[src/rtl/serial_evt_pkg.sv]
// Purpose: shared constants for the serial task/event register block
// Assumes: 32-bit register port, byte addresses as printed
// Notes: channel index is 16 bits wide, enable in the top bit
package serial_evt_pkg;
    localparam int ADDR_W = 12;
    localparam int DATA_W = 32;
    localparam int CHAN_W = 16;
    localparam int NUM_TASKS = 5;
    localparam int NUM_EVENTS = 11;
    // Channel fabric width and the index bits that select one channel
    localparam int NUM_CH = 16;
    localparam int CH_SEL_W = 4;
    // Task trigger offsets
    localparam logic [11:0] OFF_RX_START_TRIG = 12'h000;
    localparam logic [11:0] OFF_RX_STOP_TRIG = 12'h004;
    localparam logic [11:0] OFF_TX_START_TRIG = 12'h008;
    localparam logic [11:0] OFF_TX_STOP_TRIG = 12'h00C;
    localparam logic [11:0] OFF_RX_FLUSH_TRIG = 12'h02C;
    // Subscription offsets
    localparam logic [11:0] OFF_RX_START_SUB = 12'h080;
    localparam logic [11:0] OFF_RX_STOP_SUB = 12'h084;
    localparam logic [11:0] OFF_TX_START_SUB = 12'h088;
    localparam logic [11:0] OFF_TX_STOP_SUB = 12'h08C;
    localparam logic [11:0] OFF_RX_FLUSH_SUB = 12'h0AC;
    // Event flag offsets
    localparam logic [11:0] OFF_CTS_ACT = 12'h100;
    localparam logic [11:0] OFF_CTS_INACT = 12'h104;
    localparam logic [11:0] OFF_BYTE_RX = 12'h108;
    localparam logic [11:0] OFF_RX_FULL = 12'h110;
    localparam logic [11:0] OFF_BYTE_TX = 12'h11C;
    localparam logic [11:0] OFF_TX_DONE = 12'h120;
    localparam logic [11:0] OFF_ERROR = 12'h124;
    localparam logic [11:0] OFF_RX_TIMEOUT = 12'h144;
    localparam logic [11:0] OFF_RX_STARTED = 12'h14C;
    localparam logic [11:0] OFF_TX_STARTED = 12'h150;
    localparam logic [11:0] OFF_TX_STOPPED = 12'h158;
    // Interrupt mask offset
    localparam logic [11:0] OFF_IRQ_MASK = 12'h300;
    localparam int SUB_EN_BIT = 31;
    localparam logic [31:0] RESET_WORD = 32'h00000000;
    // Task indices
    localparam int T_RX_START = 0;
    localparam int T_RX_STOP = 1;
    localparam int T_TX_START = 2;
    localparam int T_TX_STOP = 3;
    localparam int T_RX_FLUSH = 4;
    // Event indices, same layout in the mask register
    localparam int E_CTS_ACT = 0;
    localparam int E_CTS_INACT = 1;
    localparam int E_BYTE_RX = 2;
    localparam int E_RX_FULL = 3;
    localparam int E_BYTE_TX = 4;
    localparam int E_TX_DONE = 5;
    localparam int E_ERROR = 6;
    localparam int E_RX_TIMEOUT = 7;
    localparam int E_RX_STARTED = 8;
    localparam int E_TX_STARTED = 9;
    localparam int E_TX_STOPPED = 10;
endpackage

[src/rtl/task_sub_if.sv]
// Purpose: carries one subscription configuration and its channel fabric hit
// Assumes: single clock domain
// Notes: the register block drives the config, the matcher drives the hit
`timescale 1ns/10ps
interface task_sub_if;
    import serial_evt_pkg::*;
    logic [CHAN_W-1:0] chan;
    logic en;
    logic hit;
    modport regs (output chan, output en, input hit);
    modport match (input chan, input en, output hit);
endinterface

[src/rtl/task_sub_match.sv]
// Purpose: fires a task when the subscribed channel signals
// Assumes: i_chan_pulse is a one-hot-per-channel pulse vector of the fabric
// Notes: hit is registered, one cycle after the channel pulse
`timescale 1ns/10ps
module task_sub_match
    import serial_evt_pkg::*;
(
    input wire logic i_ref_clk,
    input wire logic i_rstn,
    input wire logic [serial_evt_pkg::NUM_CH-1:0] i_chan_pulse,
    task_sub_if.match sub
);
    typedef struct packed {
        logic hit;
    } match_state_t;
    match_state_t state_r;
    match_state_t state_nxt;

    // Subscription fires only with enable set and an index in range
    always_comb begin
        state_nxt = state_r;
        state_nxt.hit = sub.en && (sub.chan < CHAN_W'(NUM_CH)) && i_chan_pulse[sub.chan[CH_SEL_W-1:0]]; // [RQ2]
    end

    always_ff @(posedge i_ref_clk) begin
        if (!i_rstn) begin
            state_r <= '0;
        end else begin
            state_r <= state_nxt;
        end
    end

    assign sub.hit = state_r.hit;
endmodule

[src/rtl/serial_evt_regs.sv]
// Purpose: task triggers, subscriptions, event flags and interrupt of the serial unit
// Assumes: register port with one-cycle strobes, read data in the next cycle
// Notes: datapath pulses arrive as single-cycle inputs; tasks leave as pulses
//
// Notes on behaviour
// [RQ1] Writing 1 to the flush trigger pulses the flush task toward the receive FIFO.
// [RQ2] Each task has a subscription: channel index plus enable, both reset to zero.
// [RQ3] Clear-to-send going low sets the clear-to-send active flag.
// [RQ4] Clear-to-send going high sets the clear-to-send inactive flag.
// [RQ5] A received byte sets the byte received flag, maybe before it reaches RAM.
// [RQ6] A completely filled receive buffer sets the receive buffer full flag.
// [RQ7] Transmission of the last buffer byte sets the transmit done flag.
// [RQ8] The receiver actually starting sets the receiver started flag.
// [RQ9] The transmitter actually starting sets the transmitter started flag.
// [RQ10] The receiver fully stopping after a stop task sets the receiver timeout flag.
// [RQ11] A framing error or a break condition sets the error flag.
// [RQ12] Software waits for stopped or timeout events before disabling the unit.
// [RQ13] Writing 1 to start or stop triggers acts; writing 0 does nothing; write-only.
// [RQ14] Flags hold 1 until written 0; each sent byte sets the byte sent flag.
//
// Added by the designer: strobed register access.
`timescale 1ns/10ps
module serial_evt_regs
    import serial_evt_pkg::*;
(
    input wire logic i_ref_clk,
    input wire logic i_rstn,
    input wire logic [serial_evt_pkg::ADDR_W-1:0] i_addr,
    input wire logic [serial_evt_pkg::DATA_W-1:0] i_wdata,
    input wire logic i_wr,
    input wire logic i_rd,
    output logic [serial_evt_pkg::DATA_W-1:0] o_rdata,
    input wire logic [serial_evt_pkg::NUM_CH-1:0] i_chan_pulse,
    input wire logic i_cts_n,
    input wire logic i_rx_byte,
    input wire logic i_rx_buf_full,
    input wire logic i_tx_byte,
    input wire logic i_tx_last,
    input wire logic i_rx_started,
    input wire logic i_tx_started,
    input wire logic i_rx_stopped,
    input wire logic i_tx_stopped,
    input wire logic i_frame_err,
    input wire logic i_break,
    output logic [serial_evt_pkg::NUM_TASKS-1:0] o_task,
    output logic o_irq
);
    import serial_evt_pkg::*;

    typedef struct packed {
        logic [NUM_TASKS-1:0][CHAN_W-1:0] sub_chan;
        logic [NUM_TASKS-1:0] sub_en;
        logic [NUM_EVENTS-1:0] flags;
        logic [NUM_EVENTS-1:0] mask;
        logic [NUM_TASKS-1:0] task_out;
        logic cts_prev;
        logic [DATA_W-1:0] rdata;
        logic irq;
    } regs_state_t;

    regs_state_t state_r;
    regs_state_t state_nxt;
    logic [NUM_TASKS-1:0] sub_hit;
    logic [NUM_TASKS-1:0] sw_trig;
    logic [NUM_EVENTS-1:0] hw_set;
    logic [NUM_EVENTS-1:0] sw_clr;
    logic [NUM_TASKS-1:0] sub_wr;
    logic [NUM_EVENTS-1:0] flag_sel;

    // One matcher per task subscription
    for (genvar t = 0; t < NUM_TASKS; t++) begin : g_sub
        task_sub_if sub_bus ();
        assign sub_bus.chan = state_r.sub_chan[t];
        assign sub_bus.en = state_r.sub_en[t];
        assign sub_hit[t] = sub_bus.hit;
        task_sub_match u_match (
            .i_ref_clk(i_ref_clk),
            .i_rstn(i_rstn),
            .i_chan_pulse(i_chan_pulse),
            .sub(sub_bus)
        );
    end

    // Address decode for trigger, subscription and flag writes
    always_comb begin
        sw_trig = '0;
        sub_wr = '0;
        flag_sel = '0;
        case (i_addr)
            OFF_RX_START_TRIG: sw_trig[T_RX_START] = 1'b1;
            OFF_RX_STOP_TRIG: sw_trig[T_RX_STOP] = 1'b1;
            OFF_TX_START_TRIG: sw_trig[T_TX_START] = 1'b1;
            OFF_TX_STOP_TRIG: sw_trig[T_TX_STOP] = 1'b1;
            OFF_RX_FLUSH_TRIG: sw_trig[T_RX_FLUSH] = 1'b1;
            OFF_RX_START_SUB: sub_wr[T_RX_START] = 1'b1;
            OFF_RX_STOP_SUB: sub_wr[T_RX_STOP] = 1'b1;
            OFF_TX_START_SUB: sub_wr[T_TX_START] = 1'b1;
            OFF_TX_STOP_SUB: sub_wr[T_TX_STOP] = 1'b1;
            OFF_RX_FLUSH_SUB: sub_wr[T_RX_FLUSH] = 1'b1;
            OFF_CTS_ACT: flag_sel[E_CTS_ACT] = 1'b1;
            OFF_CTS_INACT: flag_sel[E_CTS_INACT] = 1'b1;
            OFF_BYTE_RX: flag_sel[E_BYTE_RX] = 1'b1;
            OFF_RX_FULL: flag_sel[E_RX_FULL] = 1'b1;
            OFF_BYTE_TX: flag_sel[E_BYTE_TX] = 1'b1;
            OFF_TX_DONE: flag_sel[E_TX_DONE] = 1'b1;
            OFF_ERROR: flag_sel[E_ERROR] = 1'b1;
            OFF_RX_TIMEOUT: flag_sel[E_RX_TIMEOUT] = 1'b1;
            OFF_RX_STARTED: flag_sel[E_RX_STARTED] = 1'b1;
            OFF_TX_STARTED: flag_sel[E_TX_STARTED] = 1'b1;
            OFF_TX_STOPPED: flag_sel[E_TX_STOPPED] = 1'b1;
            default: begin
                sw_trig = '0;
            end
        endcase
        // Only a write of 1 triggers; 0 is ignored
        sw_trig = (i_wr && i_wdata[0]) ? sw_trig : '0; // [RQ13] [RQ1]
        sub_wr = i_wr ? sub_wr : '0;
        // Writing 0 to a flag clears it
        sw_clr = (i_wr && !i_wdata[0]) ? flag_sel : '0; // [RQ14]
    end

    // Hardware event sources
    always_comb begin
        hw_set = '0;
        hw_set[E_CTS_ACT] = state_r.cts_prev && !i_cts_n; // [RQ3]
        hw_set[E_CTS_INACT] = !state_r.cts_prev && i_cts_n; // [RQ4]
        hw_set[E_BYTE_RX] = i_rx_byte; // [RQ5]
        hw_set[E_RX_FULL] = i_rx_buf_full; // [RQ6]
        hw_set[E_BYTE_TX] = i_tx_byte; // [RQ14]
        hw_set[E_TX_DONE] = i_tx_last; // [RQ7]
        hw_set[E_ERROR] = i_frame_err || i_break; // [RQ11]
        hw_set[E_RX_TIMEOUT] = i_rx_stopped; // [RQ10]
        hw_set[E_RX_STARTED] = i_rx_started; // [RQ8]
        hw_set[E_TX_STARTED] = i_tx_started; // [RQ9]
        hw_set[E_TX_STOPPED] = i_tx_stopped;
    end

    // Next-state logic for all registers
    always_comb begin
        state_nxt = state_r;
        state_nxt.cts_prev = i_cts_n;
        // Set wins over a clear in the same cycle
        state_nxt.flags = (state_r.flags & ~sw_clr) | hw_set; // [RQ14]
        // Task pulses from software or from a subscribed channel
        state_nxt.task_out = sw_trig | sub_hit; // [RQ2] [RQ13]
        for (int t = 0; t < NUM_TASKS; t++) begin
            if (sub_wr[t]) begin
                state_nxt.sub_chan[t] = i_wdata[CHAN_W-1:0]; // [RQ2]
                state_nxt.sub_en[t] = i_wdata[SUB_EN_BIT];
            end
        end
        if (i_wr && i_addr == OFF_IRQ_MASK) begin
            state_nxt.mask = i_wdata[NUM_EVENTS-1:0];
        end
        state_nxt.irq = |(state_nxt.flags & state_nxt.mask);
        state_nxt.rdata = RESET_WORD;
        if (i_rd) begin
            for (int t = 0; t < NUM_TASKS; t++) begin
                if (sub_wr[t] == 1'b0 && i_addr == (t == T_RX_FLUSH ? OFF_RX_FLUSH_SUB :
                        OFF_RX_START_SUB + ADDR_W'(4 * t))) begin
                    state_nxt.rdata = {state_r.sub_en[t], 15'h0000, state_r.sub_chan[t]};
                end
            end
            for (int e = 0; e < NUM_EVENTS; e++) begin
                if (flag_sel[e]) begin
                    state_nxt.rdata = {31'h00000000, state_r.flags[e]};
                end
            end
            if (i_addr == OFF_IRQ_MASK) begin
                state_nxt.rdata = {21'h000000, state_r.mask};
            end
        end
    end

    // State register with synchronous reset
    always_ff @(posedge i_ref_clk) begin
        if (!i_rstn) begin
            state_r <= '0;
            state_r.cts_prev <= 1'b1;
        end else begin
            state_r <= state_nxt;
        end
    end

    assign o_rdata = state_r.rdata;
    assign o_task = state_r.task_out;
    assign o_irq = state_r.irq;

    // Checks
    property p_cts_fall;
        @(posedge i_ref_clk) disable iff (!i_rstn)
            $fell(i_cts_n) |=> state_r.flags[E_CTS_ACT];
    endproperty
    a_cts_fall: assert property (p_cts_fall) else $error("cts active flag not set"); // [RQ3]
    property p_cts_rise;
        @(posedge i_ref_clk) disable iff (!i_rstn)
            $rose(i_cts_n) |=> state_r.flags[E_CTS_INACT];
    endproperty
    a_cts_rise: assert property (p_cts_rise) else $error("cts inactive flag not set"); // [RQ4]
    property p_flush;
        @(posedge i_ref_clk) disable iff (!i_rstn)
            (i_wr && i_addr == OFF_RX_FLUSH_TRIG && i_wdata[0]) |=> o_task[T_RX_FLUSH];
    endproperty
    a_flush: assert property (p_flush) else $error("flush task missing"); // [RQ1]
    property p_zero_write;
        @(posedge i_ref_clk) disable iff (!i_rstn)
            (i_wr && i_addr == OFF_TX_START_TRIG && !i_wdata[0] && !sub_hit[T_TX_START])
            |=> !o_task[T_TX_START];
    endproperty
    a_zero_write: assert property (p_zero_write) else $error("zero write triggered"); // [RQ13]
    property p_sub_off;
        @(posedge i_ref_clk) disable iff (!i_rstn)
            !state_r.sub_en[T_RX_STOP] ##1 !state_r.sub_en[T_RX_STOP] |-> !sub_hit[T_RX_STOP];
    endproperty
    a_sub_off: assert property (p_sub_off) else $error("disabled subscription fired"); // [RQ2]
    property p_rx_byte;
        @(posedge i_ref_clk) disable iff (!i_rstn)
            i_rx_byte |=> state_r.flags[E_BYTE_RX];
    endproperty
    a_rx_byte: assert property (p_rx_byte) else $error("byte received flag not set"); // [RQ5]
    property p_error;
        @(posedge i_ref_clk) disable iff (!i_rstn)
            (i_frame_err || i_break) |=> state_r.flags[E_ERROR];
    endproperty
    a_error: assert property (p_error) else $error("error flag not set"); // [RQ11]
    property p_hold;
        @(posedge i_ref_clk) disable iff (!i_rstn)
            (state_r.flags[E_TX_DONE] && !sw_clr[E_TX_DONE]) |=> state_r.flags[E_TX_DONE];
    endproperty
    a_hold: assert property (p_hold) else $error("flag lost without clear"); // [RQ14]
    property p_misc;
        @(posedge i_ref_clk) disable iff (!i_rstn)
            (!i_wr && hw_set == '0) |=> $stable(state_r.flags);
    endproperty
    a_misc: assert property (p_misc) else $error("flag changed with no event or write"); // [RQ14]
    property p_irq;
        @(posedge i_ref_clk) disable iff (!i_rstn)
            ##1 (o_irq == |(state_r.flags & state_r.mask));
    endproperty
    a_irq: assert property (p_irq) else $error("irq mismatch");

    // Receive buffer filled
    property p_rx_full;
        @(posedge i_ref_clk) disable iff (!i_rstn)
            i_rx_buf_full |=> state_r.flags[E_RX_FULL];
    endproperty
    a_rx_full: assert property (p_rx_full) else $error("buffer full flag not set"); // [RQ6]

    // Last transmit byte gone
    property p_tx_done;
        @(posedge i_ref_clk) disable iff (!i_rstn)
            i_tx_last |=> state_r.flags[E_TX_DONE];
    endproperty
    a_tx_done: assert property (p_tx_done) else $error("transmit done flag not set"); // [RQ7]

    // Receiver running
    property p_rx_started;
        @(posedge i_ref_clk) disable iff (!i_rstn)
            i_rx_started |=> state_r.flags[E_RX_STARTED];
    endproperty
    a_rx_started: assert property (p_rx_started) else $error("receiver started flag not set"); // [RQ8]

    // Transmitter running
    property p_tx_started;
        @(posedge i_ref_clk) disable iff (!i_rstn)
            i_tx_started |=> state_r.flags[E_TX_STARTED];
    endproperty
    a_tx_started: assert property (p_tx_started) else $error("transmitter started flag not set"); // [RQ9]

    // Receiver fully stopped
    property p_rx_timeout;
        @(posedge i_ref_clk) disable iff (!i_rstn)
            i_rx_stopped |=> state_r.flags[E_RX_TIMEOUT];
    endproperty
    a_rx_timeout: assert property (p_rx_timeout) else $error("receiver timeout flag not set"); // [RQ10]

    // Byte left the transmit line
    property p_byte_tx;
        @(posedge i_ref_clk) disable iff (!i_rstn)
            i_tx_byte |=> state_r.flags[E_BYTE_TX];
    endproperty
    a_byte_tx: assert property (p_byte_tx) else $error("byte sent flag not set"); // [RQ14]

    // Transmitter stopped
    property p_tx_stopped;
        @(posedge i_ref_clk) disable iff (!i_rstn)
            i_tx_stopped |=> state_r.flags[E_TX_STOPPED];
    endproperty
    a_tx_stopped: assert property (p_tx_stopped) else $error("transmitter stopped flag not set");

    // Writing 0 clears a flag when no event sets it in the same cycle
    property p_sw_clear;
        @(posedge i_ref_clk) disable iff (!i_rstn)
            (i_wr && i_addr == OFF_BYTE_TX && !i_wdata[0] && !i_tx_byte) |=> !state_r.flags[E_BYTE_TX];
    endproperty
    a_sw_clear: assert property (p_sw_clear) else $error("flag not cleared by zero write"); // [RQ14]

    // Trigger registers are write-only and read back as zero
    property p_trig_read;
        @(posedge i_ref_clk) disable iff (!i_rstn)
            (i_rd && (i_addr == OFF_RX_START_TRIG || i_addr == OFF_TX_STOP_TRIG
            || i_addr == OFF_RX_FLUSH_TRIG)) |=> (o_rdata == RESET_WORD);
    endproperty
    a_trig_read: assert property (p_trig_read) else $error("trigger register read not zero"); // [RQ13]

    // Read data stand for one cycle only
    property p_rdata_idle;
        @(posedge i_ref_clk) disable iff (!i_rstn)
            !i_rd |=> (o_rdata == RESET_WORD);
    endproperty
    a_rdata_idle: assert property (p_rdata_idle) else $error("read data outside read cycle");

    // A task pulse lasts one cycle unless triggered again
    property p_task_pulse;
        @(posedge i_ref_clk) disable iff (!i_rstn)
            (o_task[T_RX_FLUSH] && !i_wr && !sub_hit[T_RX_FLUSH]) |=> !o_task[T_RX_FLUSH];
    endproperty
    a_task_pulse: assert property (p_task_pulse) else $error("flush task longer than one cycle"); // [RQ1]

    // Subscribed channel fires its task two cycles later
    property p_sub_fire;
        @(posedge i_ref_clk) disable iff (!i_rstn)
            (state_r.sub_en[T_TX_STOP] && state_r.sub_chan[T_TX_STOP] < CHAN_W'(NUM_CH)
            && i_chan_pulse[state_r.sub_chan[T_TX_STOP][CH_SEL_W-1:0]]) |=> ##1 o_task[T_TX_STOP];
    endproperty
    a_sub_fire: assert property (p_sub_fire) else $error("subscribed task did not fire"); // [RQ2]

    // A cleared mask keeps the interrupt low
    property p_mask_off;
        @(posedge i_ref_clk) disable iff (!i_rstn)
            (state_r.mask == '0 && !i_wr) |=> !o_irq;
    endproperty
    a_mask_off: assert property (p_mask_off) else $error("irq with empty mask");
    c_flush: cover property (@(posedge i_ref_clk) disable iff (!i_rstn) o_task[T_RX_FLUSH]);
    c_irq: cover property (@(posedge i_ref_clk) disable iff (!i_rstn) $rose(o_irq));
    c_sub: cover property (@(posedge i_ref_clk) disable iff (!i_rstn) |sub_hit);
    c_clear: cover property (@(posedge i_ref_clk) disable iff (!i_rstn) $fell(state_r.flags[E_ERROR]));
    c_cts: cover property (@(posedge i_ref_clk) disable iff (!i_rstn) $rose(state_r.flags[E_CTS_ACT]));
endmodule

[config.mk]
export PLATFORM = sky130hd
export DESIGN_NAME = serial_evt_regs
export DESIGN_NICKNAME = d
export VERILOG_FILES = /design/src/rtl/serial_evt_pkg.sv /design/src/rtl/task_sub_if.sv /design/src/rtl/task_sub_match.sv /design/src/rtl/serial_evt_regs.sv
export SDC_FILE = /design/constraint.sdc
export NUM_CORES = 1
export LEC_CHECK = 0
export BUFFER_PORTS_ARGS = -buffer_cell sky130_fd_sc_hd__buf_2
export CAP_MARGIN = 20
export CELL_PAD_IN_SITES_DETAIL_PLACEMENT = 1
export CELL_PAD_IN_SITES_GLOBAL_PLACEMENT = 2
export CORE_ASPECT_RATIO = 1.5
export CORE_MARGIN = 10
export CORE_UTILIZATION = 36
export CTS_CLUSTER_DIAMETER = 60
export DETAILED_ROUTE_END_ITERATION = 7
export HOLD_SLACK_MARGIN = 0.08
export PLACE_DENSITY_LB_ADDON = 0.1
export REMOVE_ABC_BUFFERS = 1
export SLEW_MARGIN = 40
export SYNTH_ARGS = -nofsm -noshare
export SYNTH_HDL_FRONTEND = slang
export SYNTH_HIERARCHICAL = 1
export SYNTH_SLANG_ARGS = --single-unit
[constraint.sdc]
create_clock -name i_ref_clk -period 3.9 [get_ports i_ref_clk]
set_input_delay 0.78 -clock i_ref_clk [delete_from_list [all_inputs] [get_ports i_ref_clk]]
set_output_delay 0.78 -clock i_ref_clk [all_outputs]
set_load 0.005 [all_outputs]
---- Word level (Yosys, flattened, before mapping) ----
Cells that the tools add are included.
word-level totals
  register bits ........................... 151
  logic and storage cells ................. 147
  input bits .............................. 75
operators by class
  eq/ne operators ......................... 21
  magnitude comparators ................... 10
  bitwise logic cells ..................... 12
  reduce and logical (&&, ||, !) cells .... 29
  mux-type cells .......................... 52
operators with widths
  kind                  number
  $mux 32               5
  $mux 11               14
  $eq 12x9->1 const B   11
  $lt 16x5->1 const B   5
  $eq 12x8->1 const B   5
  $mux 1                26
  $lt 4x5->1 const B    5
  $eq 12x4->1 const B   2
  $and 11x11->11        2
  $bmux 1 s4            5
  $logic_and 1x1->1     20
  $reduce_or 18->1      1
  $reduce_or 14->1      1
  $eq 12x10->1 const B  1
  $eq 12x3->1 const B   1
  $eq 12x6->1 const B   1
  $logic_not 12->1      1
  $not 11->11           1
  $or 11x11->11         1
  $reduce_or 11->1      1
  $mux 5                2
  $not 1->1             7
  $or 5x5->5            1
  $logic_not 1->1       3
  other kinds (2)       2

---- Depth between registers and ports, before layout ----
Gate-level depths: netlist of run 1.
  word-level depth ........................ 22
  gate-level depth with buffers ........... 8
  depth with buffers taken out ............ 6

---- Modules after synthesis ----
The synthesis of run 1 kept the hierarchy.
modules (own cells, without submodules)
  module           instances  area each (um2)  cells each
  serial_evt_regs  1          5993.2           705
  task_sub_match   5          196.4            25

---- Worst setup path before layout of run 1 ----
No wires, ideal clock.
  kind .................................... in2reg
  start point ............................. input i_addr[1] in the netlist's numbering
  end point ............................... register state_r, in the netlist o_irq
  setup time .............................. 0.120 ns
  slack ................................... 1.195 ns
  stages .................................. 8
  required time ........................... 3.780 ns
  arrival time ............................ 2.586 ns
  cells stage by stage .................... buf_2 > nor4_4 > nand4_2 > buf_6 > mux2i_1 > o22ai_1 > or4_1 > o31a_1
on the way
  longest elaborated chain between the ends .. 8
  elaborated cells between the ends (all ways) .. 31
  classes of those cells .................. eq/ne (12); mux (13); bitwise (4); reduce/logical (2)
RTL lines
  what                  RTL line                source
  start, declared       serial_evt_regs.sv:28   input wire logic [serial_evt_pkg::ADDR_W-1:0] i_addr,
  $eq 12x9->1           serial_evt_regs.sv:89   case (i_addr)
  $mux 1                serial_evt_regs.sv:89
  $mux 11               serial_evt_regs.sv:119  sw_clr = (i_wr && !i_wdata[0]) ? flag_sel : '0;
  $not 11->11           serial_evt_regs.sv:143  state_nxt.flags = (state_r.flags & ~sw_clr) | hw_set;
  $and 11x11->11        serial_evt_regs.sv:143
  $or 11x11->11         serial_evt_regs.sv:143
  $and 11x11->11 *      serial_evt_regs.sv:155  state_nxt.irq = |(state_nxt.flags & state_nxt.mask);
  $reduce_or 11->1 *    serial_evt_regs.sv:155
  end signal, assigned  serial_evt_regs.sv:181  state_r <= state_nxt;
  end, declared         serial_evt_regs.sv:61   regs_state_t state_r;
Mark *: on every way between the ends. The rest lies on a longest branch, timed or not.
A chain may end at the register's enable or synchronous reset.

---- Worst setup path in the final report of run 1 ----
  start point ............................. input i_addr[2] in the netlist's numbering
  end point ............................... register state_r, in the netlist o_irq
Same word-level chain as after synthesis.

==> results of run 1 <==
-- metrics by stage --
step | hold slack [ns] | setup WS (ns) | util [%]
finish | 0.440 | 1.11 | 42.2
global route | 0.465 | 0.987 | 42.2
CTS | 0.444 | 1.08 | 42.2
detailed placement | 0.430 | 0.653 | 39.1
global placement | 0.428 | 0.683 | 39.1
floorplan | 0.418 | 0.0997 | -
-- registers in the layout, summed over array words and instances (netlist names) --
name / cells
g_sub.sub_bus.chan: 80
g_sub.sub_bus.en: 5
g_sub.u_match/sub.hit: 5
o_irq: 1
o_rdata: 17
o_task: 5
state_r: 23
-- synth_stat cells (2+ instances only) --
library cell / n / area, µm²
clkbuf_1: 35 / 131
nand3b_1: 2 / 15.0
nor4b_1: 3 / 26.3
nor4_4: 2 / 42.5
dfxtp_1: 136 / 2720
nand3_1: 10 / 50.1
a22oi_1: 33 / 248
a21boi_0: 86 / 646
and3_1: 3 / 18.8
nand2b_1: 13 / 81.3
buf_2: 15 / 75.1
or3_1: 3 / 18.8
nor4_1: 10 / 62.6
nor2b_1: 32 / 200
a21oi_1: 28 / 140
o31ai_1: 2 / 15.0
nor2_1: 29 / 109
nor4_2: 2 / 25.0
a222oi_1: 8 / 80.1
o21a_1: 5 / 37.5
o21ai_0: 5 / 25.0
mux4_2: 10 / 225
nor4b_2: 4 / 60.1
nand4_1: 26 / 163
nor3b_1: 3 / 22.5
a31oi_1: 12 / 75.1
o22ai_1: 5 / 31.3
nor3_1: 12 / 60.1
mux2i_1: 31 / 310
nand2_1: 205 / 769
buf_4: 37 / 278
-- worst max path at each step --
stage	startpoint	end	slack [ns]	cells after the start
5_1_grt	i_addr[2]	o_irq	0.99	8
4_1_cts	i_addr[2]	o_irq	1.08	8
3_5_place_dp	i_addr[2]	o_irq	0.65	8
6_report	i_addr[2]	o_irq	1.11	8
3_3_place_gp	i_wdata[0]	o_irq	0.68	7
2_1_floorplan	i_addr[9]	o_irq	0.1	6
-- cell families after synthesis --
family | Yosys count
and+or+nand+nor | 369
DFF | 136
AOI/OAI and AO/OA | 193
buffers and inverters | 89
muxes | 42
other | 1
-- cells in the final DEF, fill, tap and decap left out, types with 3 or more instances in the layout --
cell type,netlist,routed
clkinv_2,0,6
nand2_1,205,205
nor3_1,12,11
nand4_1,26,26
nor2_1,29,29
o22ai_1,5,5
nor3b_1,3,3
mux4_2,10,10
clkbuf_16,0,17
a21boi_0,86,86
buf_4,37,26
a222oi_1,8,8
conb_1,1,15
nand2b_1,13,13
nand3_1,10,10
nor4b_2,4,5
nor2b_1,32,32
o21ai_0,5,5
mux2i_1,31,31
a31oi_1,12,12
buf_2,15,82
o21a_1,5,5
a22oi_1,33,33
and3_1,3,3
dfxtp_1,136,136
a21oi_1,28,28
clkbuf_8,0,3
nor4_1,10,10
-- layer usage --
layer / track usage [%] / vias to the layer above / wire length [µm] / part of all wire [%]
met3: 3.98 / 53 / 999 / 3.7
met5: 0 / - / 0 / 0
met1: 23.1 / 3208 / 10900 / 41
met4: 10.1 / 0 / 1080 / 4.0
li1: - / 3009 / - / -
met2: 37.8 / 178 / 13800 / 51
-- power by group --
part / switching (W) / total, W / leakage (nW) / internal [W]
clock network: 0.000638 / 0.00163 / 0.296 / 0.000989
registers: 0.00000495 / 0.00140 / 1.10 / 0.00140
logic: 0.000118 / 0.000190 / 1.36 / 0.0000715
total: 0.000761 / 0.00322 / 2.76 / 0.00246
-- final cells by class --
class	instances	share of cell area (%)
clock inverters	12	1.54
flip-flops and latches	136	33.8
clock buffers	20	5.79
repair buffers	108	7.51
inverters	1	0.0466
multi-input cells	619	47.4
well taps	256	3.97
==> results by group, run 1 <==
Placement
  – Placed wire-length estimate: 19.0 mm
  – Placed Cells: 1120
  – Number of port buffers: 82
  – RePlAce Congestion: 0.892
  – Placed cell areas: 0.00747 mm²

Critical path
  – CP top delay family: simple AND/OR/NAND/NOR gates
  – Arrival time at the worst endpoint: 3.09 ns
  – Required time worst endpoint: 4.21 ns
  – Cell chain of the critical path: buf_2 -> nor4b_4 -> buf_4 -> nand4_1 -> a211oi_1 -> o22ai_1 -> or4_1 -> o31a_1
  – Worst Path Class, Setup: primary input to register
  – Reg2Reg Depth: 6
  – Largest stage delay on the critical path: 0.58 ns
  – CP endpoint kind: register
  – R2r endpoint: o_rdata[0]
  – Slowest cell on the critical path: or4_1
  – Flop-to-flop setup slack: 1.82 ns
  – Number of buffer and inverter stages on the critical path: 2
  – Worst-path maximum fanout: 13
  – Worst r2r src: g_sub[1].sub_bus.chan[0]
  – CP startpoint kind: primary input

Routing
  – Post-route ant nets: 0
  – Via count: 6448
  – Via density per instance: 5.60
  – DRT iter0 DRCs: approximately 460
  – Routed Wire Length: about 27 mm
  – TritonRoute pass-1 iters: 6
  – Residual DRC: 0
  – Routed length per instance: 23.2 µm

Global routing
  – Largest net degree at the start of global routing: 86
  – Congestion Overflow GR: 0
  – First-pass GRT wire length: 40.9 mm
  – Vias in the first global route: 7015
  – GRT Overall Usage: 21.0%
  – Antenna violations before repair: 0

Final layout
  – Reg area: 0.00272 mm²
  – Area grow syn2layout: 15.6%
  – Final #Nets: 958
  – Share of cells above drive strength 1: about 19%
  – Diode count: 0
  – Multi-input logic area: about 0.0038 mm²
  – Non-Filler Instances: 1152
  – Final Cell Area: 0.00806 mm²
  – Fill cell count: 2370

Timing
  – Setup Skew: 0.00627 ns
  – F_max: 359 MHz
  – Setup Viol. Count Final: 0
  – Final period utilization: 71.5%
  – Minimum clock period: 2.79 ns
  – Worst relative slew slack: around half
  – Hold violation count in the final report: 0
  – Pins Over Slew Limit: 0
  – Worst Max-Slew Pin Slew: between 0.7 and 0.8 ns
  – RSZ-0062 raised after global routing: no
  – Sum Neg Setup Slack: 0 ns

CTS
  – CTS tree: yes
  – H-tree levels: 4
  – Worst-Skew Late Latency: 0.42 ns
  – Root Buffer: clkbuf_16
  – Maximum root-to-sink buffer count: 2
  – CTS sink count: 136
  – Clk slew on worst S/H paths: 0.06 ns
  – CTS Hold Bufs: 0
  – Post-CTS Setup Bufs: 0
  – CTS Buf Count: 17
  – Post-CTS sizing: 0

Pwr
  – Lkg Pwr: 2.76 nW
  – Power density cells: approximately 400 mW/mm²
  – Max VDD drop: 0.000251 V
  – Power after layout: between 0.003 and 0.004 W

Outcome
  – Run status: finished, final reports clean

Synthesis
  – Post-Synth XOR/XNOR Area: 0%
  – Predominant post-synthesis flop cell: dfxtp_1
  – EDFF count, synth: 0
  – Mean cell area of the mapped netlist: 8.40 µm²
  – Post-Syn Instances: 830
  – Area share of fa/ha/maj cells after synthesis: 0%
  – Mux contribution to synthesized area: 7.84%
  – Synth warnings: 6
  – Post-Synth Simple-Gate Area: 26.3%
  – Synthesized area: 0.00698 mm²
  – Seq/Total Area, Yosys: 39.0%
  – Synth async-reset ratio: 0%
  – Largest family of logic cells by synthesized area: simple AND/OR/NAND/NOR gates
  – Cell variety after synth: 54
  – Synthesized flop and latch total: 136
  – Post-synthesis compound-gate area fraction: roughly a fifth

Die
  – Die X: 134 µm
  – Total core area: 0.0191 mm²
  – Vert. Die Dim: 190 µm
  – Total die area: 0.0255 mm²
  – I/O Pins: 113
  – FP Rows: 62
  – Starting Density: 36.6%

Worst hold path
  – Critical hold path startpoint: g_sub[0].u_match/sub.hit
  – Min-Delay Endpoint: o_task[0]
  – Hold crit path type: register to register
  – Hold depth: 1

Flow run
  – Max-Cap Viols: 0
Note: power is estimated with default switching activity, not from simulation.
==> run 2: changes to the inputs <==
CORE_UTILIZATION = 30   (was 36)
clock period = 2.4 ns   (was 3.9 ns; I/O delays follow)
==> run 2 against run 1 <==
Via count up 3.1%. Total power rose by 69%. Clock skew barely moved. Count of clock-buffer cells in the layout up 4. Core utilization decreased by 3.6 points. Non-clock buffer count up 75. Hold slack got worse by 0.14 ns. Sequential power is 63% higher. Die area rose by 17%. Largest power group unchanged.
==> results by group, run 2 (synthesized netlist as in run 1, its figures left out) <==
Outcome
  – Run status: finished, final reports clean

Routing
  – Via density per instance: 5.32 (-5.0%)
  – Post-route ant nets: 0 (unchanged)
  – Via count: 6650 (+3.1%)
  – DR WL met3: 946 µm (-5.3%)
  – Routed Wire Length: 28.0 mm (+4.7%)
  – DRT iter0 DRCs: 373 (-19%)
  – Residual DRC: 0 (unchanged)
  – Uppermost routed layer: met4
  – WL met1: 11.7 mm (+6.9%)
  – TritonRoute pass-1 iters: 4 (-2)
  – Routed length per instance: 22.4 µm (-3.6%)
  – Length of routed met2 wiring: 14.7 mm (+7.0%)

CTS
  – Root Buffer: clkbuf_16
  – Post-CTS sizing: 0 (unchanged)
  – H-tree levels: 4 (unchanged)
  – Clk slew on worst S/H paths: 0.06 ns (about the same)
  – CTS tree: yes
  – Worst-Skew Late Latency: 0.42 ns (about the same)
  – Post-CTS Setup Bufs: 0 (unchanged)
  – CTS sink count: 136 (unchanged)
  – Maximum root-to-sink buffer count: 2 (unchanged)
  – CTS Hold Bufs: 0 (unchanged)
  – CTS Buf Count: 17 (unchanged)

Worst hold path
  – Hold crit path type: primary input to register
  – Critical hold path startpoint: i_cts_n
  – Min-Delay Endpoint: state_r[33]
  – Hold depth: 2 (+1)

Pwr
  – Max VDD drop: 0.000424 V (+69%)
  – Power after layout: 0.00544 W (+69%)
  – Lkg Pwr: 3.21 nW (+16%)
  – Power density cells: 613 mW/mm² (+53%)

Die
  – Die X: 145 µm (+8.1%)
  – Vert. Die Dim: 207 µm (+8.5%)
  – Total core area: 0.0230 mm² (+20%)
  – Starting Density: 30.4% (-6.2 points)
  – Total die area: 0.0299 mm² (+17%)
  – I/O Pins: 113 (unchanged)
  – FP Rows: 68 (+9.7%)

Final layout
  – Final #Nets: 1033 (+7.8%)
  – Fill cell count: 2721 (+15%)
  – Largest register FFs: 80 (unchanged)
  – Area grow syn2layout: 27.4%
  – Share of cells above drive strength 1: 24.3% (+5.8 points)
  – Commonest non-fill, non-tap cell in the layout: nand2_1
  – Diode count: 0 (unchanged)
  – Commonest non-fill, non-tap cells in the layout: 205 x nand2_1, 136 x dfxtp_1, 86 x a21boi_0, 86 x buf_4, 82 x buf_2
  – Final Cell Area: 0.00888 mm² (+10%)
  – Non-Filler Instances: 1251 (+8.6%)

Timing
  – Final period utilization: 91.1%
  – F_max: 457 MHz
  – Worst relative slew slack: 65.8% (+17 points)
  – Setup Viol. Count Final: 0 (unchanged)
  – Hold violation count in the final report: 0 (unchanged)
  – Pins Over Slew Limit: 0 (unchanged)
  – Setup Skew: 0.00669 ns (+0.000427 ns)
  – Setup ws final: 0.213 ns (-0.900 ns)
  – RSZ-0062 raised after global routing: no
  – Minimum clock period: 2.19 ns
  – Worst Max-Slew Pin Slew: 0.509 ns (-0.254 ns)
  – Sum Neg Setup Slack: 0 ns (unchanged)

Critical path
  – Flop-to-flop setup slack: 0.42 ns (-1.40 ns)
  – Cell chain of the critical path: buf_2 -> buf_12 -> nor4b_4 -> nand4_1 -> a211oi_1 -> buf_4 -> o22ai_1 -> or4_1 -> o31a_1
  – Reg2Reg Depth: 7 (+1)
  – Arrival time at the worst endpoint: 2.49 ns (-0.60 ns)
  – Worst-path maximum fanout: 4 (-9)
  – CP endpoint kind: register
  – Largest stage delay on the critical path: 0.53 ns (-0.05 ns)
  – Required time worst endpoint: 2.71 ns (-1.50 ns)
  – R2r endpoint: o_rdata[0]
  – Slowest cell on the critical path: or4_1
  – Worst r2r src: g_sub[1].sub_bus.chan[0]
  – Worst Path Class, Setup: primary input to register
  – CP startpoint kind: primary input

Placement
  – Placed Cells: 1219 (+8.8%)
  – Number of port buffers: 82 (unchanged)
  – Worst slack, placed: -0.249 ns (-0.902 ns)
  – Placed cell areas: 0.00826 mm² (+11%)
  – RePlAce Congestion: 0.887 (-0.56%)
  – Placed wire-length estimate: 21.4 mm (+13%)

Global routing
  – Vias in the first global route: 7199 (+2.6%)
  – First-pass GRT wire length: 43.2 mm (+5.6%)
  – GRT Overall Usage: 19.2% (-1.8 points)
  – Congestion Overflow GR: 0 (unchanged)
  – Antenna violations before repair: 0 (unchanged)
  – Largest net degree at the start of global routing: 52 (-40%)

Flow run
  – Max-Cap Viols: 0 (unchanged)
## run 2: cell types whose count changed in the layout (fill, tap and decap cells not counted), sizes merged
cell / delta
buf: +75
inv: -1
bufinv: +2
clkinv: -5
clkbuf: +4
## run 2: where the power goes
group / total, W / switching, W / internal, W
Combinational: 0.000382 / 0.000211 / 0.000171
Clock: 0.00278 / 0.000965 / 0.00182
Sequential: 0.00228 / 0.00000789 / 0.00227
## run 2: worst max-delay path by stage
stage | start | endpoint | slack, ns
CTS | i_addr[1] | o_irq | 0.20
detailed placement | i_addr[1] | o_irq | -0.25
global route | i_addr[1] | o_irq | 0.09
floorplan | i_addr[9] | o_irq | -1.10
finish | i_addr[1] | o_irq | 0.21
global placement | i_addr[1] | o_irq | -0.24
## run 2: metal layers
layer  vias up  track usage, %
met4         0            7.78
li1       3167               -
met1      3309            22.3
met5         -               0
met2       138            33.9
met3        36            3.48
## run 2: cell type report
| class | count | area [µm²] | area share [%] |
|---|---|---|---|
| tap | 280 | 350 | 3.94 |
| multi-input combinational | 619 | 3830 | 43.1 |
| sequential | 136 | 2720 | 30.6 |
| inverter | 1 | 3.75 | 0.0423 |
| clock buffer | 24 | 482 | 5.42 |
| clock inverter | 8 | 143 | 1.61 |
| timing repair buffer | 183 | 1360 | 15.3 |
## run 2: critical path, delay by kind of cell
family	cells	cell delay (ns)
and+or+nand+nor	3	0.99
buffers and inverters	3	0.43
AOI/OAI and AO/OA	3	0.59
## run 2: per-stage QoR
stage               utilization (%)  hold slack [ns]
detailed placement             36.0            0.432
global route                   38.7            0.299
finish                         38.7            0.304
floorplan                         -            0.418
global placement               36.0            0.426
CTS                            38.7            0.279
==> run 3: changes to the inputs <==
ABC_AREA = 1   (was not set)
CORE_MARGIN = 3   (was 10)
CORE_UTILIZATION = 29   (was 30)
SYNTH_HIERARCHICAL = not set   (was 1)
==> run 3 against run 2 <==
Sequential cell count did not move. First-iteration DRC count fell by 28%. Non-clock buffer count fell by 48. Hold slack got worse by 0.017 ns. Clock skew rose by 0.0029 ns. Count of clock-buffer cells in the layout fell by 5. Combinational power fell by 21%. Critical path depth rose by 5. Sequential power barely moved. Critical path type unchanged. Critical endpoint is now o_rdata[4].
==> results by group, run 3 <==
CTS
  – H-tree levels: 4 (unchanged)
  – Worst-Skew Late Latency: 0.43 ns (about the same)
  – CTS tree: yes
  – Post-CTS Setup Bufs: 0 (unchanged)
  – Clk slew on worst S/H paths: 0.06 ns (about the same)
  – Maximum root-to-sink buffer count: 2 (unchanged)
  – CTS Buf Count: 17 (unchanged)
  – Root Buffer: clkbuf_16
  – CTS sink count: 136 (unchanged)
  – Post-CTS sizing: 0 (unchanged)
  – CTS Hold Bufs: 0 (unchanged)

Final layout
  – Share of cells above drive strength 1: 18.8% (-5.5 points)
  – Largest register FFs: 80 (unchanged)
  – Non-Filler Instances: 1370 (+9.5%)
  – Commonest non-fill, non-tap cells in the layout: 148 x a21oi_1, 136 x dfxtp_1, 134 x inv_1
  – Fill cell count: 2942 (+8.1%)
  – Area grow syn2layout: 21.5%
  – Final #Nets: 1117 (+8.1%)
  – Commonest non-fill, non-tap cell in the layout: a21oi_1
  – Diode count: 0 (unchanged)

Synthesis
  – Synth async-reset ratio: 0% (unchanged)
  – Top cells by count, synth: 148 x a21oi_1, 136 x dfxtp_1, 134 x inv_1
  – Post-Syn Instances: 957 (+15%)
  – Cell variety after synth: 37 (-31%)
  – Synthesized area: 0.00684 mm² (-1.9%)
  – Synth area leader: dfxtp_1
  – Most frequent cell after synthesis: a21oi_1
  – EDFF count, synth: 0 (unchanged)
  – Synthesized flop and latch total: 136 (unchanged)
  – Post-synth top area share: 39.8% (+0.75 points)
  – Largest cells by area after synthesis: dfxtp_1 40%, a21oi_1 11%, o21ai_0 8.3%
  – Mean cell area of the mapped netlist: 7.15 µm² (-15%)
  – Seq/Total Area, Yosys: 39.8% (+0.75 points)
  – Predominant post-synthesis flop cell: dfxtp_1
  – Synth warnings: 0 (-6)

Pwr
  – Pint: 0.00416 W (-2.4%)
  – Power density cells: 652 mW/mm² (+6.3%)
  – Sw Share: 23.3% (+1.5 points)
  – Clk pwr share: 52.4% (+1.3 points)
  – Lkg Pwr: 3.34 nW (+4.1%)
  – Max VDD drop: 0.000458 V (+7.9%)
  – Power after layout: 0.00542 W (-0.51%)
  – Sequential fraction of design power: 42.1% (+0.2 points)
  – Switching pwr: 0.00126 W (+6.5%)
  – Logic pwr share: 5.6% (-1.4 points)

Flow run
  – Max-Cap Viols: 0 (unchanged)

Critical path
  – CP endpoint kind: register
  – CP startpoint kind: primary input
  – Worst-path maximum fanout: 4 (unchanged)
  – Worst Path Class, Setup: primary input to register
  – Required time worst endpoint: 2.75 ns (+0.04 ns)
  – Arrival time at the worst endpoint: 2.28 ns (-0.21 ns)

Die
  – I/O Pins: 113 (unchanged)
  – Die X: 131 µm (-9.0%)
  – Total die area: 0.0255 mm² (-15%)
  – Total core area: 0.0231 mm² (+0.74%)
  – FP Rows: 68 (unchanged)
  – Vert. Die Dim: 194 µm (-6.1%)
  – Starting Density: 29.6% (-0.79 points)

Routing
  – Via density per instance: 4.87 (-8.5%)
  – DRT iter0 DRCs: 267 (-28%)
  – TritonRoute pass-1 iters: 4 (unchanged)
  – Residual DRC: 0 (unchanged)
  – Routed Wire Length: 24.9 mm (-11%)
  – Post-route ant nets: 0 (unchanged)
  – Routed length per instance: 18.2 µm (-19%)
  – Via count: 6666 (+0.24%)

Global routing
  – Congestion Overflow GR: 0 (unchanged)
  – Vias in the first global route: 6816 (-5.3%)
  – GRT Overall Usage: 19.7% (+0.46 points)
  – Largest net degree at the start of global routing: 87 (+67%)
  – First-pass GRT wire length: 39.2 mm (-9.2%)
  – Antenna violations before repair: 0 (unchanged)

Timing
  – Setup Skew: 0.00961 ns (+0.00292 ns)
  – Fin Hold WS: 0.287 ns (-0.0170 ns)
  – Sum Neg Setup Slack: 0 ns (unchanged)
  – RSZ-0062 raised after global routing: no
  – Minimum clock period: 1.94 ns (-0.248 ns)
  – Worst relative slew slack: 63.8% (-1.9 points)
  – Worst Max-Slew Pin Slew: 0.539 ns (+0.0300 ns)
  – Final period utilization: 80.8% (-10 points)
  – Hold violation count in the final report: 0 (unchanged)
  – Setup Viol. Count Final: 0 (unchanged)
  – F_max: 516 MHz (+13%)
  – Pins Over Slew Limit: 0 (unchanged)

Outcome
  – Run status: finished, final reports clean

Placement
  – Placed Cells: 1338 (+9.8%)
  – RePlAce Congestion: 0.799 (-9.9%)
  – Placed wire-length estimate: 19.0 mm (-11%)
  – Number of port buffers: 82 (unchanged)

Worst hold path
  – Hold crit path type: primary input to register
run 3: logic make-up after synthesis:
group	count (synthesis)	synth area share, %
AOI/OAI and AO/OA	350	28.0
and+or+nand+nor	239	16.8
buffers and inverters	228	14.8
DFF	136	39.8
muxes	3	0.439
other	1	0.0548
run 3: per-stage QoR:
stage,utilization (%),setup WS (ns),area [µm²]
floorplan,-,0.0968,6420
global placement,33.2,0.00587,7680
detailed placement,33.2,-0.0176,7680
CTS,35.9,0.432,8310
global route,35.9,0.188,8310
finish,35.9,0.461,8310
run 3: final timing paths:
path	start	endpoint	slack, ns	depth (start not counted)
setup / recovery	i_addr[11]	o_rdata[4]	0.46	14
hold / removal	i_cts_n	state_r[33]	0.29	3
setup reg to reg	g_sub[0].sub_bus.chan[0]	g_sub[0].u_match.sub.hit	0.57	4
hold reg to reg	g_sub[0].u_match.sub.hit	o_task[0]	0.45	2
run 3: power by group through the flow:
stage | clock, W | sequential (W) | combinational (W)
3_5_place_dp | 0 | 0.00233 | 0.000308
6_report | 0.00284 | 0.00228 | 0.000302
3_3_place_gp | 0 | 0.00233 | 0.000306
5_1_grt | 0.00299 | 0.00228 | 0.000344
2_1_floorplan | 0 | 0.00233 | 0.000121
4_1_cts | 0.00292 | 0.00228 | 0.000309
run 3: critical path, stage by stage:
cell	delay [ns]
buf_2	0.10
nor2_2	0.16
inv_1	0.09
nor2_4	0.10
inv_2	0.07
nor2_8	0.12
nand2_1	0.08
nor2_2	0.20
inv_1	0.19
o22ai_1	0.23
a21oi_1	0.08
a31oi_1	0.18
a21oi_1	0.06
nor2_1	0.13
run 3: layer usage:
metal | track usage [%] | vias up | share of wire (%)
met3 | 2.96 | 37 | 2.3
met1 | 23.5 | 3144 | 43
met4 | 7.08 | 0 | 2.5
met2 | 35.6 | 101 | 52
met5 | 0 | - | 0
li1 | - | 3384 | -
run 3: cell type report:
type | count | area, µm² | area share, %
multi-input cells | 607 | 3160 | 38.1
flip-flops and latches | 136 | 2720 | 32.8
repair buffers | 135 | 858 | 10.3
inverters | 145 | 544 | 6.55
clock buffers | 19 | 453 | 5.45
well taps | 315 | 394 | 4.74
clock inverters | 13 | 176 | 2.12
